**src/aulu_consts.svh**
```systemverilog
// Purpose: Constants of the address update and looping unit.
// Assumes: One clock; registers are 16 bits wide.
// Notes:   Mode word field positions and reset values.
`ifndef AULU_CONSTS_SVH
`define AULU_CONSTS_SVH

`define AULU_WIDTH        16
`define AULU_MODE_WIDTH   11
`define AULU_NUM_ADDR     16
`define AULU_NUM_OFFSET   6
`define AULU_NUM_PAIR     4
`define AULU_OFFSET_BANK  3

`define AULU_MASK_LSB     0
`define AULU_MASK_MSB     3
`define AULU_BIT_TRANSP   6
`define AULU_BIT_ABANK    7
`define AULU_BIT_OBANK    8
`define AULU_BIT_POST     9
`define AULU_BIT_ALT      10

`define AULU_MODE_RESET   11'h000
`define AULU_WORD_RESET   16'h0000
`define AULU_DATA_OFFSET  2'h3

`endif

```
**src/aulu_pkg.sv**
```systemverilog
// Purpose: Types of the address update and looping unit.
// Assumes: Constants come from aulu_consts.svh.
// Notes:   Instruction and register load words travel as structs.
`include "aulu_consts.svh"
`default_nettype none

package aulu_pkg;

    typedef enum logic [2:0] {
        OP_NONE                        = 3'h0,
        OP_OUTPUT_INCREMENT_LOOP       = 3'h1,
        OP_OUTPUT_DECREMENT_LOOP       = 3'h2,
        OP_OUTPUT_ADD_OFFSET_LOOP      = 3'h3,
        OP_OUTPUT_SUBTRACT_OFFSET_LOOP = 3'h4
    } op_t;

    typedef struct packed {
        op_t        op;
        logic [3:0] addr_sel;
        logic [1:0] offset_sel;
        logic [1:0] pair_sel;
    } instr_t;

    typedef enum logic [1:0] {
        TGT_ADDR   = 2'h0,
        TGT_OFFSET = 2'h1,
        TGT_COMP   = 2'h2,
        TGT_INIT   = 2'h3
    } target_t;

    typedef struct packed {
        logic                     valid;
        target_t                  target;
        logic [3:0]               index;
        logic [`AULU_WIDTH-1:0]   data;
    } reg_load_t;

endpackage : aulu_pkg

`default_nettype wire

```
**src/address_update_looping_unit.sv**
```systemverilog
// Purpose: Address generator that outputs an address register and
//          updates it by increment, decrement or offset, with a
//          boundary compare, re-initialization and alternate execution.
// Assumes: One clock of 125 MHz stands for one two-phase cycle; the
//          sequencer drives the instruction and data ports on this clock.
// Notes:   Only looping instructions drive the address port. The held
//          instruction cannot start a second fetch from the holder. A
//          mode write that clears alternate mode cancels a pending fetch
//          together with its pulse. Offset codes 3 and 7 have no storage:
//          they name the data port, so loads to them are dropped.
//          Transparent mode shows the port's value after the next clock edge and writes no
//          register. All boundary compares are unsigned. Precision bits
//          of the mode word are stored but have no effect.
//
// Function
// - Latched mode: address captured in a cycle and held at the port.
// - Latched address stays stable even if instruction inputs change.
// - Post-update mode outputs the updated value, even when the init value is written back.
// - Post-update lets data port values be modified and output in one cycle.
// - Pre-update outputs value before update; modified data needs two cycles.
// - Alternate mode: valid compare makes next instruction the held one.
// - Alternate mode suppresses re-initialization; default update always done.
// - Without alternate mode, re-initialization gated by the four mask bits.
// - Compare low does nothing; high raises flag pin, reloads if masked in.
// - Offset bank bit and two-bit code pick offset; code 11 is data port.
// - Data port offset code needs no external data select.
// - External data select replaces address register for output and update.
// - Bank bits supply top select bits; programmer picks bank first.
// - Address port driven only on output instructions, else released.
// - Loop instruction outputs, overwrites register, shows compare on pin.
// - Increment loop: compare greater-or-equal, reload or store plus one.
// - Decrement loop: subtract one, compare less-or-equal.
// - Add loop: add offset, compare greater-or-equal, sum output post-update.
// - Subtract loop: subtract offset, compare less-or-equal.
// - Transparent mode: address port shows idle inputs after the next clock edge.
`include "aulu_consts.svh"
`default_nettype none

module address_update_looping_unit (
    input  wire logic                         clock_i,
    input  wire logic                         nrst_i,
    input  wire aulu_pkg::instr_t             instr_i,
    input  wire logic                         instr_valid_i,
    input  wire logic [`AULU_WIDTH-1:0]       data_i,
    input  wire logic                         external_data_select_i,
    input  wire logic                         mode_load_i,
    input  wire logic [`AULU_MODE_WIDTH-1:0]  mode_word_i,
    input  wire logic                         alt_load_i,
    input  wire aulu_pkg::instr_t             alt_word_i,
    input  wire aulu_pkg::reg_load_t          reg_load_i,
    output logic [`AULU_WIDTH-1:0]            addr_o,
    output logic                              addr_oe_o,
    output logic                              compare_zero_flag_pin_o,
    output logic                              alt_taken_o,
    output logic [`AULU_MODE_WIDTH-1:0]       mode_control_word_o
);
    import aulu_pkg::*;

    typedef logic [`AULU_WIDTH-1:0] word_t;

    typedef struct packed {
        logic [`AULU_MODE_WIDTH-1:0]         mode;
        logic [`AULU_NUM_ADDR-1:0][15:0]     addr_reg;
        logic [`AULU_NUM_OFFSET-1:0][15:0]   offset_reg;
        logic [`AULU_NUM_PAIR-1:0][15:0]     comp_reg;
        logic [`AULU_NUM_PAIR-1:0][15:0]     init_reg;
        instr_t                              alt_instr;
        logic                                alt_pending;
        word_t                               addr;
        logic                                addr_oe;
        logic                                cmp;
        logic                                alt_taken;
    } state_t;

    state_t s;
    state_t next_s;

    // Decoded view of the instruction that is executed this cycle.
    instr_t     cur;
    logic       active;
    logic       is_loop;
    logic       is_offset_op;
    logic       is_down;
    logic [3:0] r_idx;
    logic [2:0] b_idx;
    word_t      r_val;
    word_t      offset;
    word_t      step;
    word_t      updated;
    word_t      compared;
    word_t      c_val;
    word_t      i_val;
    word_t      shown;
    logic       cmp_true;
    logic       reinit;
    logic       post_mode;
    logic       alt_mode;
    logic       transp_mode;
    logic       offset_from_port;
    // Write-back, alternate fetch and register load decode.
    logic       mask_hit;
    logic       take_alt;
    logic       cancel_alt;
    logic       at_or_above;
    logic       at_or_below;
    word_t      store_val;
    logic       wr_addr;
    logic       wr_offset;
    logic       wr_comp;
    logic       wr_init;
    logic [2:0] wr_offset_idx;
    logic [1:0] wr_pair_idx;

    assign post_mode   = s.mode[`AULU_BIT_POST];
    assign alt_mode    = s.mode[`AULU_BIT_ALT];
    assign transp_mode = s.mode[`AULU_BIT_TRANSP];

    // A mode write that turns alternate mode off wins over a pending
    // fetch from the holder, and the pulse that announced it goes too.
    assign cancel_alt = mode_load_i && !mode_word_i[`AULU_BIT_ALT];

    // The held instruction takes the place of the port for one cycle.
    always_comb begin
        if (s.alt_pending) begin
            cur    = s.alt_instr;
            active = 1'b1;
        end else begin
            cur    = instr_i;
            active = instr_valid_i;
        end
    end

    always_comb begin
        is_loop      = (cur.op != OP_NONE);
        is_offset_op = (cur.op == OP_OUTPUT_ADD_OFFSET_LOOP) ||
                       (cur.op == OP_OUTPUT_SUBTRACT_OFFSET_LOOP);
        is_down      = (cur.op == OP_OUTPUT_DECREMENT_LOOP) ||
                       (cur.op == OP_OUTPUT_SUBTRACT_OFFSET_LOOP);
    end

    // Offset and add/subtract address selects take their top bit from
    // the mode word.
    always_comb begin
        if (is_offset_op) begin
            r_idx = {s.mode[`AULU_BIT_ABANK], cur.addr_sel[2:0]};
        end else begin
            r_idx = cur.addr_sel;
        end
        if (s.mode[`AULU_BIT_OBANK]) begin
            b_idx = 3'(`AULU_OFFSET_BANK) + {1'b0, cur.offset_sel};
        end else begin
            b_idx = {1'b0, cur.offset_sel};
        end
    end

    // External data stands in for the address register.
    always_comb begin
        if (external_data_select_i && !s.alt_pending) begin
            r_val = data_i;
        end else begin
            r_val = s.addr_reg[r_idx];
        end
    end

    // Code 11 reads the data port in either bank without the select pin.
    always_comb begin
        offset_from_port = (cur.offset_sel == `AULU_DATA_OFFSET);
        if (offset_from_port) begin
            offset = data_i;
        end else begin
            offset = s.offset_reg[b_idx];
        end
    end

    always_comb begin
        if (is_offset_op) begin
            step = offset;
        end else begin
            step = 16'h0001;
        end
        if (is_down) begin
            updated = r_val - step;
        end else begin
            updated = r_val + step;
        end
    end

    // Pre-update compares and shows the old value, post-update the new.
    always_comb begin
        if (post_mode) begin
            compared = updated;
        end else begin
            compared = r_val;
        end
        shown = compared;
        c_val = s.comp_reg[cur.pair_sel];
        i_val = s.init_reg[cur.pair_sel];
    end

    // Both boundary tests are unsigned; the loop direction picks one.
    // The pair select also picks one of the four mask bits.
    always_comb begin
        at_or_above = (compared >= c_val);
        at_or_below = (compared <= c_val);
        mask_hit    = s.mode[`AULU_MASK_LSB + 32'(cur.pair_sel)];
    end

    always_comb begin
        if (is_down) begin
            cmp_true = at_or_below;
        end else begin
            cmp_true = at_or_above;
        end
        reinit = is_loop && cmp_true && !alt_mode && mask_hit;
    end

    // The paired init value replaces the default update only when the
    // mask allows it and alternate mode is off.
    always_comb begin
        if (reinit) begin
            store_val = i_val;
        end else begin
            store_val = updated;
        end
        take_alt = cmp_true && alt_mode && !s.alt_pending;
    end

    // Register loads come in on the load port; only one target is
    // written per cycle, and offset index 4 to 6 lands in storage 3 to 5
    // because the data port code owns the fourth slot of each bank.
    always_comb begin
        wr_addr     = 1'b0;
        wr_offset   = 1'b0;
        wr_comp     = 1'b0;
        wr_init     = 1'b0;
        wr_pair_idx = reg_load_i.index[1:0];
        if (reg_load_i.index[2]) begin
            wr_offset_idx = 3'(`AULU_OFFSET_BANK) +
                            {1'b0, reg_load_i.index[1:0]};
        end else begin
            wr_offset_idx = {1'b0, reg_load_i.index[1:0]};
        end
        if (reg_load_i.valid) begin
            unique case (reg_load_i.target)
                TGT_ADDR: begin
                    wr_addr = 1'b1;
                end
                TGT_OFFSET: begin
                    wr_offset = (reg_load_i.index[1:0] != `AULU_DATA_OFFSET);
                end
                TGT_COMP: begin
                    wr_comp = 1'b1;
                end
                TGT_INIT: begin
                    wr_init = 1'b1;
                end
            endcase
        end
    end

    always_comb begin
        next_s           = s;
        next_s.alt_taken = 1'b0;

        if (mode_load_i) begin
            next_s.mode = mode_word_i;
        end

        if (alt_load_i) begin
            next_s.alt_instr = alt_word_i;
        end

        if (wr_addr) begin
            next_s.addr_reg[reg_load_i.index] = reg_load_i.data;
        end
        if (wr_offset) begin
            next_s.offset_reg[wr_offset_idx] = reg_load_i.data;
        end
        if (wr_comp) begin
            next_s.comp_reg[wr_pair_idx] = reg_load_i.data;
        end
        if (wr_init) begin
            next_s.init_reg[wr_pair_idx] = reg_load_i.data;
        end

        next_s.alt_pending = 1'b0;

        if (active && is_loop) begin
            // Output value captured now and held until the next one.
            next_s.addr    = shown;
            next_s.addr_oe = 1'b1;
            next_s.addr_reg[r_idx] = store_val;
            if (cmp_true) begin
                next_s.cmp = 1'b1;
            end else begin
                next_s.cmp = 1'b0;
            end
            if (take_alt) begin
                next_s.alt_pending = 1'b1;
                next_s.alt_taken   = 1'b1;
            end
        end else if (active) begin
            next_s.addr_oe = 1'b0;
        end else if (transp_mode) begin
            // Transparent port follows whatever the port offers; no
            // register is written, and the value may move with the port.
            next_s.addr_oe = is_loop;
            if (is_loop) begin
                next_s.addr = shown;
            end
        end else begin
            next_s.addr_oe = 1'b0;
        end

        if (cancel_alt) begin
            next_s.alt_pending = 1'b0;
            next_s.alt_taken   = 1'b0;
        end
    end

    // Reset clears the whole state, so the port comes up released and
    // every register reads zero until it is loaded.
    always_ff @(posedge clock_i) begin
        if (!nrst_i) begin
            s             <= '0;
            s.mode        <= `AULU_MODE_RESET;
            s.addr        <= `AULU_WORD_RESET;
        end else begin
            s <= next_s;
        end
    end

    assign addr_o                  = s.addr;
    assign addr_oe_o               = s.addr_oe;
    assign compare_zero_flag_pin_o = s.cmp;
    assign alt_taken_o             = s.alt_taken;
    assign mode_control_word_o     = s.mode;

endmodule : address_update_looping_unit

`default_nettype wire

```
**config.mk**
```make
export PLATFORM = sky130hd
export DESIGN_NAME = address_update_looping_unit
export DESIGN_NICKNAME = d
export VERILOG_FILES = /design/src/aulu_pkg.sv /design/src/address_update_looping_unit.sv
export VERILOG_INCLUDE_DIRS = /design/src
export SDC_FILE = /design/constraint.sdc
export NUM_CORES = 1
export LEC_CHECK = 0
export ABC_CLOCK_PERIOD_IN_PS = 19300
export BUFFER_PORTS_ARGS = -buffer_cell sky130_fd_sc_hd__buf_4
export CAP_MARGIN = 20
export CORE_MARGIN = 2
export CORE_UTILIZATION = 35
export DETAILED_ROUTE_END_ITERATION = 12
export PLACE_DENSITY = 0.56
export SYNTH_ARGS = -nofsm -noshare
export SYNTH_HDL_FRONTEND = slang
export SYNTH_SLANG_ARGS = --single-unit
```
**constraint.sdc**
```tcl
create_clock -name clock_i -period 19.3 [get_ports clock_i]
set_input_delay 1.93 -clock clock_i [delete_from_list [all_inputs] [get_ports clock_i]]
set_output_delay 1.93 -clock clock_i [all_outputs]
set_load 0.02 [all_outputs]
```
After elaboration in Yosys (flattened, before gate mapping)
Cells that the tools add are included.
- add/sub/neg operators: 4
- multiply operators: 0
- divide/modulo/power cells: 0
- $lt $le $gt $ge: 13
- equality and inequality tests: 9
- shift operators: 0
- muxes and demuxes: 53
- bitwise gates (word level): 2
- reduce and logical (&&, ||, !) cells: 23
- operator list (cell ; number):
    256-bit bitwise mux ; 2
    256-bit two-way mux ; 2
    16-bit two-way mux ; 17
    64-bit bitwise mux ; 2
    16-bit demux with 4-bit select ; 2
    96-bit bitwise mux ; 1
    16-bit binary-select mux with 2-bit select ; 2
    16-bit binary-select mux with 4-bit select ; 1
    16-bit binary-select mux with 3-bit select ; 1
    16-bit demux with 3-bit select ; 1
    16-bit demux with 2-bit select ; 1
    17-bit two-way mux ; 1
    16-bit adder ; 1
    16-bit greater-or-equal comparator ; 1
    16-bit less-or-equal comparator ; 1
    16-bit subtractor ; 1
    1-bit two-way mux ; 15
    1-bit logical AND ; 12
    11-bit two-way mux ; 1
    4-bit by 5-bit less-than comparator with 1-bit output (second input constant) ; 2
    4-bit by 1-bit greater-or-equal comparator with 1-bit output (second input constant) ; 2
    3-bit by 4-bit less-than comparator with 1-bit output (second input constant) ; 2
    2-bit by 2-bit adder with 3-bit output (first input constant) ; 2
    2-bit equality test (second input constant) ; 3
    20 further kinds ; 28
- register bits: 521
- bits in latches: 0
- RAM bits: 0
- ROM bits: 0
- output and inout bits: 30
- word-level logic and storage cells: 143
- memories: 0

Depth between registers and ports, before layout
Gate-level depths: netlist of the first run.
- depth in word-level cells: 18
- gate-level depth with buffers: 39
- mapped depth without buffers: 34

Worst setup path after synthesis of the first run
Ideal clock, no wire load.
- path kind: input port to flip-flop
- start point: in instr_i[10] (netlist bit)
- end point: reg s[265] (netlist bit)
- setup time: 0.132 ns
- data arrival time: 9.045 ns
- data required time: 19.168 ns
- setup slack: 10.122 ns
- cell stages on the path: 35
- path buffers: 6
- path through: and3b_1 > a211oi_1 > a21oi_1 > clkbuf_1 > clkbuf_1 > mux2_2 > buf_1 > a311oi_1 > a311oi_1 > nor3_1 > a21oi_1 > inv_1 > ha_1 > nor2b_1 > o21ai_0 > a21boi_0 > o41ai_1 > o21ai_0 > a211o_1 > a21o_1 > a21oi_1 > xnor3_1 > and2_1 > nor2_1 > ha_1 > and4_1 > a221oi_1 > o21ai_0 > xnor2_1 > a21oi_1 > buf_2 > buf_2 > mux2i_1 > clkbuf_1 > a21oi_1
- longest elaborated chain between the ends: 18
- elaborated cells on any way between the ends: 31
- those cells by class: 2 x add/sub; 4 x order compare; 3 x eq/ne; 14 x mux; 8 x reduce/logical
- RTL lines (element ; line ; text):
    start, declared ; address_update_looping_unit.sv:42 ; input wire aulu_pkg::instr_t instr_i,
    11-bit two-way mux (*) ; address_update_looping_unit.sv:124 ; if (s.alt_pending) begin
    3-bit by 2-bit equality test with 1-bit output / 3-bit equality test (equally long branches) ; address_update_looping_unit.sv:135, address_update_looping_unit.sv:136, address_update_looping_unit.sv:138 ;
    1-bit logical OR ; address_update_looping_unit.sv:135 ; is_offset_op = (cur.op == OP_OUTPUT_ADD_OFFSET_LOOP) ||
    4-bit two-way mux ; address_update_looping_unit.sv:144 ; if (is_offset_op) begin
    16-bit binary-select mux with 4-bit select ; address_update_looping_unit.sv:161 ; r_val = s.addr_reg[r_idx];
    16-bit two-way mux (implied by the code) ; address_update_looping_unit.sv:161 ;
    16-bit two-way mux ; address_update_looping_unit.sv:158 ; if (external_data_select_i && !s.alt_pending) begin
    16-bit adder / 16-bit subtractor (equally long branches) ; address_update_looping_unit.sv:184, address_update_looping_unit.sv:182 ;
    16-bit two-way mux ; address_update_looping_unit.sv:181 ; if (is_down) begin
    16-bit two-way mux (*) ; address_update_looping_unit.sv:190 ; if (post_mode) begin
    net compared[15] ; address_update_looping_unit.sv:90 ; word_t compared;
    16-bit greater-or-equal comparator / 16-bit less-or-equal comparator (equally long branches) ; address_update_looping_unit.sv:203, address_update_looping_unit.sv:204 ;
    1-bit two-way mux (*) ; address_update_looping_unit.sv:209 ; if (is_down) begin
    1-bit logical AND (*) (3 in series) ; address_update_looping_unit.sv:214 ; reinit = is_loop && cmp_true && !alt_mode && mask_hit;
    16-bit two-way mux (*) ; address_update_looping_unit.sv:220 ; if (reinit) begin
    256-bit bitwise mux (*) ; address_update_looping_unit.sv:292 ; next_s.addr_reg[r_idx] = store_val;
    256-bit two-way mux (*) ; address_update_looping_unit.sv:288 ; if (active && is_loop) begin
    end signal, assigned ; address_update_looping_unit.sv:329 ; s <= next_s;
    end, declared ; address_update_looping_unit.sv:75 ; state_t s;
Mark *: on every way through the listed nets, which the timed path passes. The rest lies on a longest branch. The select of a mux whose other input is x is not followed.
A chain may end at the register's enable or synchronous reset.

Worst setup path in the final report of the first run
- start point: in instr_i[8] (netlist bit)
- end point: reg s[489] (netlist bit)
Same word-level chain as after synthesis.

==> results.yml, run 1 <==
status:
  status: "finished clean"
routing:
  vias_per_cell: 5.62
  firstDrtPassIters: 5
  drc: 0
  wl_per_cell_um: 22.8
  vias: 24000
  ant_nets: 0
  drt_iter0_markers: 2414
  drt-total-wl_um: 97500
yosys:
  synthTopCellsByArea: "dfxtp_1, nand2_1, mux2_2"
  ys_types: 67
  yosysTopAreaCellShare: 0.378
  yosysTopAreaCell: "dfxtp_1"
  async_reset_ff_frac: 0
  synth_most_common_cell: "nand2_1"
  yosys-top-cells-count: "nand2_1, dfxtp_1, clkbuf_1"
  synth_warnings: 0
  ys_ff_latch: 521
  synth.net_count: 3406
  synthesis.area_um2: 27600
  netlist_instances: 3289
  synth_ff_type: "dfxtp_1"
  synth_edf_count: 0
  yosysSeqAreaShare: 0.378
  synth.avg_cell_area_um2: 8.39
clock_tree:
  clk_pin_slew_worst_paths_ns: 0.06
  clk-insertion-delay-late_ns: 0.65
  cts_setup_buffers: 0
  htreeDepth: 2
  ctsHoldBuffers: 0
  cts_made_buffers: 58
  cts_sinks: 521
  cts_tree: "yes"
  cts_resized: 0
  clock_path_buffers: 3
  clockRootBuffer: "clkbuf_16"
critical_path:
  critPathLaunch: "instr_i[8]"
  reg2reg_from: "alt_taken_o"
  worstReg2RegEnd: "s[489]"
  r2r_setup_slack_ns: 9.75
  crit_path_frequent_cell: "buf_4"
  cpPeakStageDelay_ns: 0.96
  endpoint: "s[489]"
  critPathRequiredTime_ns: 19.76
  cp.depth: 33
  critPathCaptureType: "flop"
  path_delay_family: "compound AO/OA/AOI/OAI gates"
  cp_slowest_cell: "mux2i_2"
  rr_worst_depth: 27
  cp_max_fo: 45
  setup.worst_path.start_class: "primary input"
  worstPathArrival_ns: 10.42
  crit_buf_inv: 5
  critical_path_class: "in -> reg"
sta:
  fin_setup_tns_ns: 0
  fin_ws_ns: 9.34
  hold_ws_ns: 0.452
  relSlewSlack: 0.223
  fin_skew_ns: 0.0334
  slew_viol_final: 0
  setup_viol_count_final: 0
  fin_crit_sh: 0.516
  fmax_mhz: 100
  layout_min_cycle_time_ns: 9.96
  worst_slew_pin_slew_ns: 1.16
  rsz0062_at_grt: "false"
  finalHoldViolCount: 0
job:
  max-cap-violations: 0
finish:
  num_antenna_cells: 0
  syn2layout_area_growth_pct: 12.5
  layout-drive-gt1-share: 0.167
  finalInstanceArea_um2: 31000
  fin_util: 0.399
  nets: 3306
grt:
  grt_pass1_vias: 22200
  antenna_found_initial: 0
  grt_pass1_wl_um: 145000
  grt_overflow: 0
  grt_usage: 0.232
  grt_max_degree: 149
floorplanning:
  rows: 102
  die_h_um: 285
  initial_core_util: 0.355
  io_pins: 108
  die_w_um: 285
  core_um2: 77700
  fp.dieArea_um2: 81100
power_and_ir_drop:
  max-vdd-ir-drop_mv: 0.0737
  p_leak_nw: 12.3
  p_per_area_nw_per_um2: 89.9
placement:
  hpwl_um: 59600
  place_congestion: 0.872
  dp_slack_ns: 8.81
  dpl_cell_area_um2: 29000
  io_buffers: 107
hold_path:
  hp-class: "reg -> reg"
==> how the worst min path moves through the flow <==
stage / cells past startpoint / slack [ns] / end / from
2_1_floorplan: 2 / 0.43 / s[111] / s[111]
3_3_place_gp: 2 / 0.44 / s[97] / s[97]
3_5_place_dp: 2 / 0.44 / s[53] / s[53]
4_1_cts: 2 / 0.45 / s[53] / s[53]
5_1_grt: 2 / 0.47 / s[152] / s[152]
6_report: 2 / 0.45 / s[120] / s[120]
==> flip-flops by register name, summed over array words and instances (netlist names) <==
register	flops
compare_zero_flag_pin_o	1
mode_control_word_o	11
addr_o	16
addr_oe_o	1
alt_taken_o	1
s	491
==> per-stage QoR <==
| stage | power, mW | cells |
|---|---|---|
| floorplan | 1.47 | 3289 |
| global placement | 1.66 | 4163 |
| detailed placement | 1.66 | 4164 |
| CTS | 2.79 | 4266 |
| global route | 2.88 | 4271 |
| finish | 2.79 | 4271 |
==> power breakdown <==
group	leakage (nW)	internal, mW	switching [mW]
clock network	0.952	0.663	0.478
logic	7.17	0.155	0.373
registers	4.22	1.10	0.0153
==> layout by cell type (no fill, tap or decap), types with 21 or more instances in the layout <==
master / Yosys / final
a211oi_1: 164 / 164
a21oi_1: 251 / 249
a311oi_1: 62 / 62
and3_1: 57 / 57
buf_4: 29 / 160
clkbuf_16: 0 / 58
dfxtp_1: 521 / 520
ha_1: 38 / 38
inv_1: 35 / 34
mux2_2: 194 / 193
mux2i_1: 215 / 198
mux4_2: 38 / 38
nand2_1: 659 / 659
nand2b_1: 21 / 21
nand3_1: 74 / 72
nor2_1: 260 / 256
nor2b_1: 41 / 40
nor3_1: 40 / 30
o211a_1: 48 / 48
o21ai_0: 101 / 101
==> area by class of cell <==
type                    count  area [µm²]
inverters                  37         149
flip-flops and latches    521       10400
fillers                  7859       46700
clock inverters            13         169
well taps                1040        1300
clock buffers              89        1760
multi-input cells        2404       15900
repair buffers            167        1310
==> cell families (layout without fill, tap and decap cells) <==
kind of cell / after synthesis / after routing / share of synthesized area
AOI/OAI and AO/OA: 705 / 705 / 0.168
xor gates and xnor gates: 30 / 30 / 0.0107
adders and majority gates: 39 / 39 / 0.0180
buffers and inverters: 364 / 306 / 0.0549
DFF: 521 / 521 / 0.378
muxes: 448 / 448 / 0.189
and+or+nand+nor: 1182 / 1182 / 0.181
==> tightest hold or removal path: stages (launching register included) <==
cell,delay (ns)
dfxtp_1,0.30
nand2_1,0.05
a21oi_1,0.05
==> layer usage <==
metal	vias up	track usage	wire, µm
met2	828	0.357	43200
met1	11700	0.335	44600
met3	145	0.0298	6680
met4	0	0.0742	2950
met5	-	0	0
li1	11300	-	-
No activity file was read; power rests on OpenSTA's default activity.
==> run 2, diff against run 1 <==
Settings changed: ABC_AREA set to 1, ABC_CLOCK_PERIOD_IN_PS 19300 to 10250.
Clock period 19.3 ns to 10.25 ns, I/O delays scaled along.
==> results.yml, run 2 <==
status:
  status: "finished clean"
floorplanning:
  initial_core_util: 0.353
  die_w_um: 289
  fp.dieArea_um2: 83400
  core_um2: 80400
  rows: 104
  io_pins: 108
  die_h_um: 289
yosys:
  synth.avg_cell_area_um2: 6.61
  synthAdderAreaFrac: 0.0174
  synth_edf_count: 0
  yosysTopAreaCell: "dfxtp_1"
  yosysSeqAreaShare: 0.367
  synth_mux_area_frac: 0.0278
  synthTopCellsByArea: "dfxtp_1, o21ai_0, inv_1"
  synthesis.area_um2: 28400
  yosys-top-cells-count: "o21ai_0, inv_1, nand2_1"
  synth_top_family_by_area: "compound AO/OA/AOI/OAI gates"
  ys_types: 51
  synth_simple_gate_area_share: 0.178
  synth.net_count: 4416
  synth_ff_type: "dfxtp_1"
  netlist_instances: 4299
  synth_warnings: 0
  ys_ff_latch: 521
  synth_compound_area_frac: 0.260
  yosysTopAreaCellShare: 0.367
  async_reset_ff_frac: 0
  synth_xor_area_frac: 0.00802
  synth_most_common_cell: "o21ai_0"
sta:
  finalHoldViolCount: 0
  layout_min_cycle_time_ns: 8.81
  relSlewSlack: 0.225
  fin_setup_tns_ns: 0
  rsz0062_at_grt: "false"
  setup_viol_count_final: 0
  fmax_mhz: 113
  worst_slew_pin_slew_ns: 1.16
  fin_skew_ns: 0.0317
  fin_crit_sh: 0.860
  slew_viol_final: 0
hold_path:
  hp-class: "reg -> reg"
critical_path:
  crit_path_frequent_cell: "nand2_1"
  critical_path_class: "reg -> reg"
  r2r_setup_slack_ns: 1.44
  worstPathArrival_ns: 9.36
  cp_slowest_cell: "a22oi_1"
  critPathRequiredTime_ns: 10.80
  cpPeakStageDelay_ns: 0.62
  setup.worst_path.start_class: "flop"
  critPathCaptureType: "flop"
  cp_max_fo: 31
clock_tree:
  cts_setup_buffers: 0
  clk-insertion-delay-late_ns: 0.66
  ctsHoldBuffers: 0
  clk_pin_slew_worst_paths_ns: 0.07
  cts_sinks: 521
  cts_made_buffers: 60
  clockRootBuffer: "clkbuf_16"
  clock_path_buffers: 3
  cts_tree: "yes"
  cts_resized: 0
  htreeDepth: 2
routing:
  vias: 27600
  highest_layer: "met5"
  drc: 0
  wl_met2_um: 48400
  wl_per_cell_um: 20.0
  routed-wl-met3_um: 7910
  firstDrtPassIters: 6
  drt-total-wl_um: 106000
  ant_nets: 0
  wl_met1_um: 45700
  vias_per_cell: 5.24
  drt_iter0_markers: 2871
power_and_ir_drop:
  p_leak_nw: 15.6
  p_sw_mw: 1.82
  p_per_area_nw_per_um2: 173
  power_frac_seq: 0.390
  clockPowerShare: 0.399
  total_power_mw: 5.45
  power.share.combinational: 0.211
  power.internal_mw: 3.63
  max-vdd-ir-drop_mv: 0.127
  switching_share: 0.333
finish:
  final_cell_mix: "o21ai_0, inv_1, nand2_1, dfxtp_1, a21oi_1"
  top_register: "s"
  syn2layout_area_growth_pct: 11.1
  largest_reg_flops: 491
  nets: 4290
  final_common_cell: "o21ai_0"
  layout-drive-gt1-share: 0.0762
grt:
  antenna_found_initial: 2
  grt_usage: 0.246
  grt_pass1_vias: 24700
  grt_overflow: 0
  grt_max_degree: 149
  grt_pass1_wl_um: 157000
placement:
  hpwl_um: 66200
  place_congestion: 0.936
  io_buffers: 107
job:
  max-cap-violations: 0
-- run 2: metal layers --
layer / global-route usage / up-vias
li1: - / 13600
met1: 0.333 / 12800
met2: 0.402 / 961
met3: 0.0350 / 180
met4: 0.0852 / 2
met5: 0 / -
-- run 2: cell type report --
| type | count | area, µm² |
|---|---|---|
| repair buffers | 169 | 1450 |
| inverters | 646 | 2430 |
| well taps | 1060 | 1330 |
| diodes | 1 | 2.50 |
| flip-flops and latches | 521 | 10400 |
| clock inverters | 14 | 206 |
| clock buffers | 90 | 1730 |
| multi-input cells | 2775 | 14000 |
| fillers | 8640 | 48900 |
-- run 2: logic make-up (layout without fill, tap and decap cells) --
logic type	after synthesis	after routing
and+or+nand+nor	1240	1240
muxes	79	79
DFF	521	521
other	0	1
adders and majority gates	39	39
buffers and inverters	1003	919
xor gates and xnor gates	26	26
AOI/OAI and AO/OA	1391	1391
-- run 2: worst max-delay path, delay by kind of cell, from the launching register on --
kind	cells	cell delay, ns
simple gates	22	3.19
flops	1	0.46
compound gates	10	2.62
buf+inv	8	1.65
fa+ha+maj	3	0.77
-- run 2: final timing paths --
path	depth (start not counted)	end	startpoint
max	43	s[413]	alt_taken_o
min	2	s[117]	s[117]
max reg2reg	43	s[413]	alt_taken_o
min reg2reg	2	s[117]	s[117]
-- run 2: power groups by stage --
stage          Clock [mW]  Sequential (mW)  Combinational, mW
2_1_floorplan           0             2.16              0.734
5_1_grt              2.28             2.13               1.24
6_report             2.17             2.13               1.15
3_5_place_dp            0             2.17               1.13
3_3_place_gp            0             2.17               1.13
4_1_cts              2.20             2.13               1.14
-- run 2: metrics by stage --
stage	worst slack (ns)	cells	util	hold slack, ns	instance area (µm²)
2_1_floorplan	3.45	4299	-	0.424	28400
3_3_place_gp	1.41	5163	0.365	0.434	29400
3_5_place_dp	1.44	5163	0.365	0.441	29400
4_1_cts	1.66	5267	0.389	0.450	31300
5_1_grt	0.678	5275	0.392	0.468	31500
6_report	1.44	5276	0.392	0.445	31500
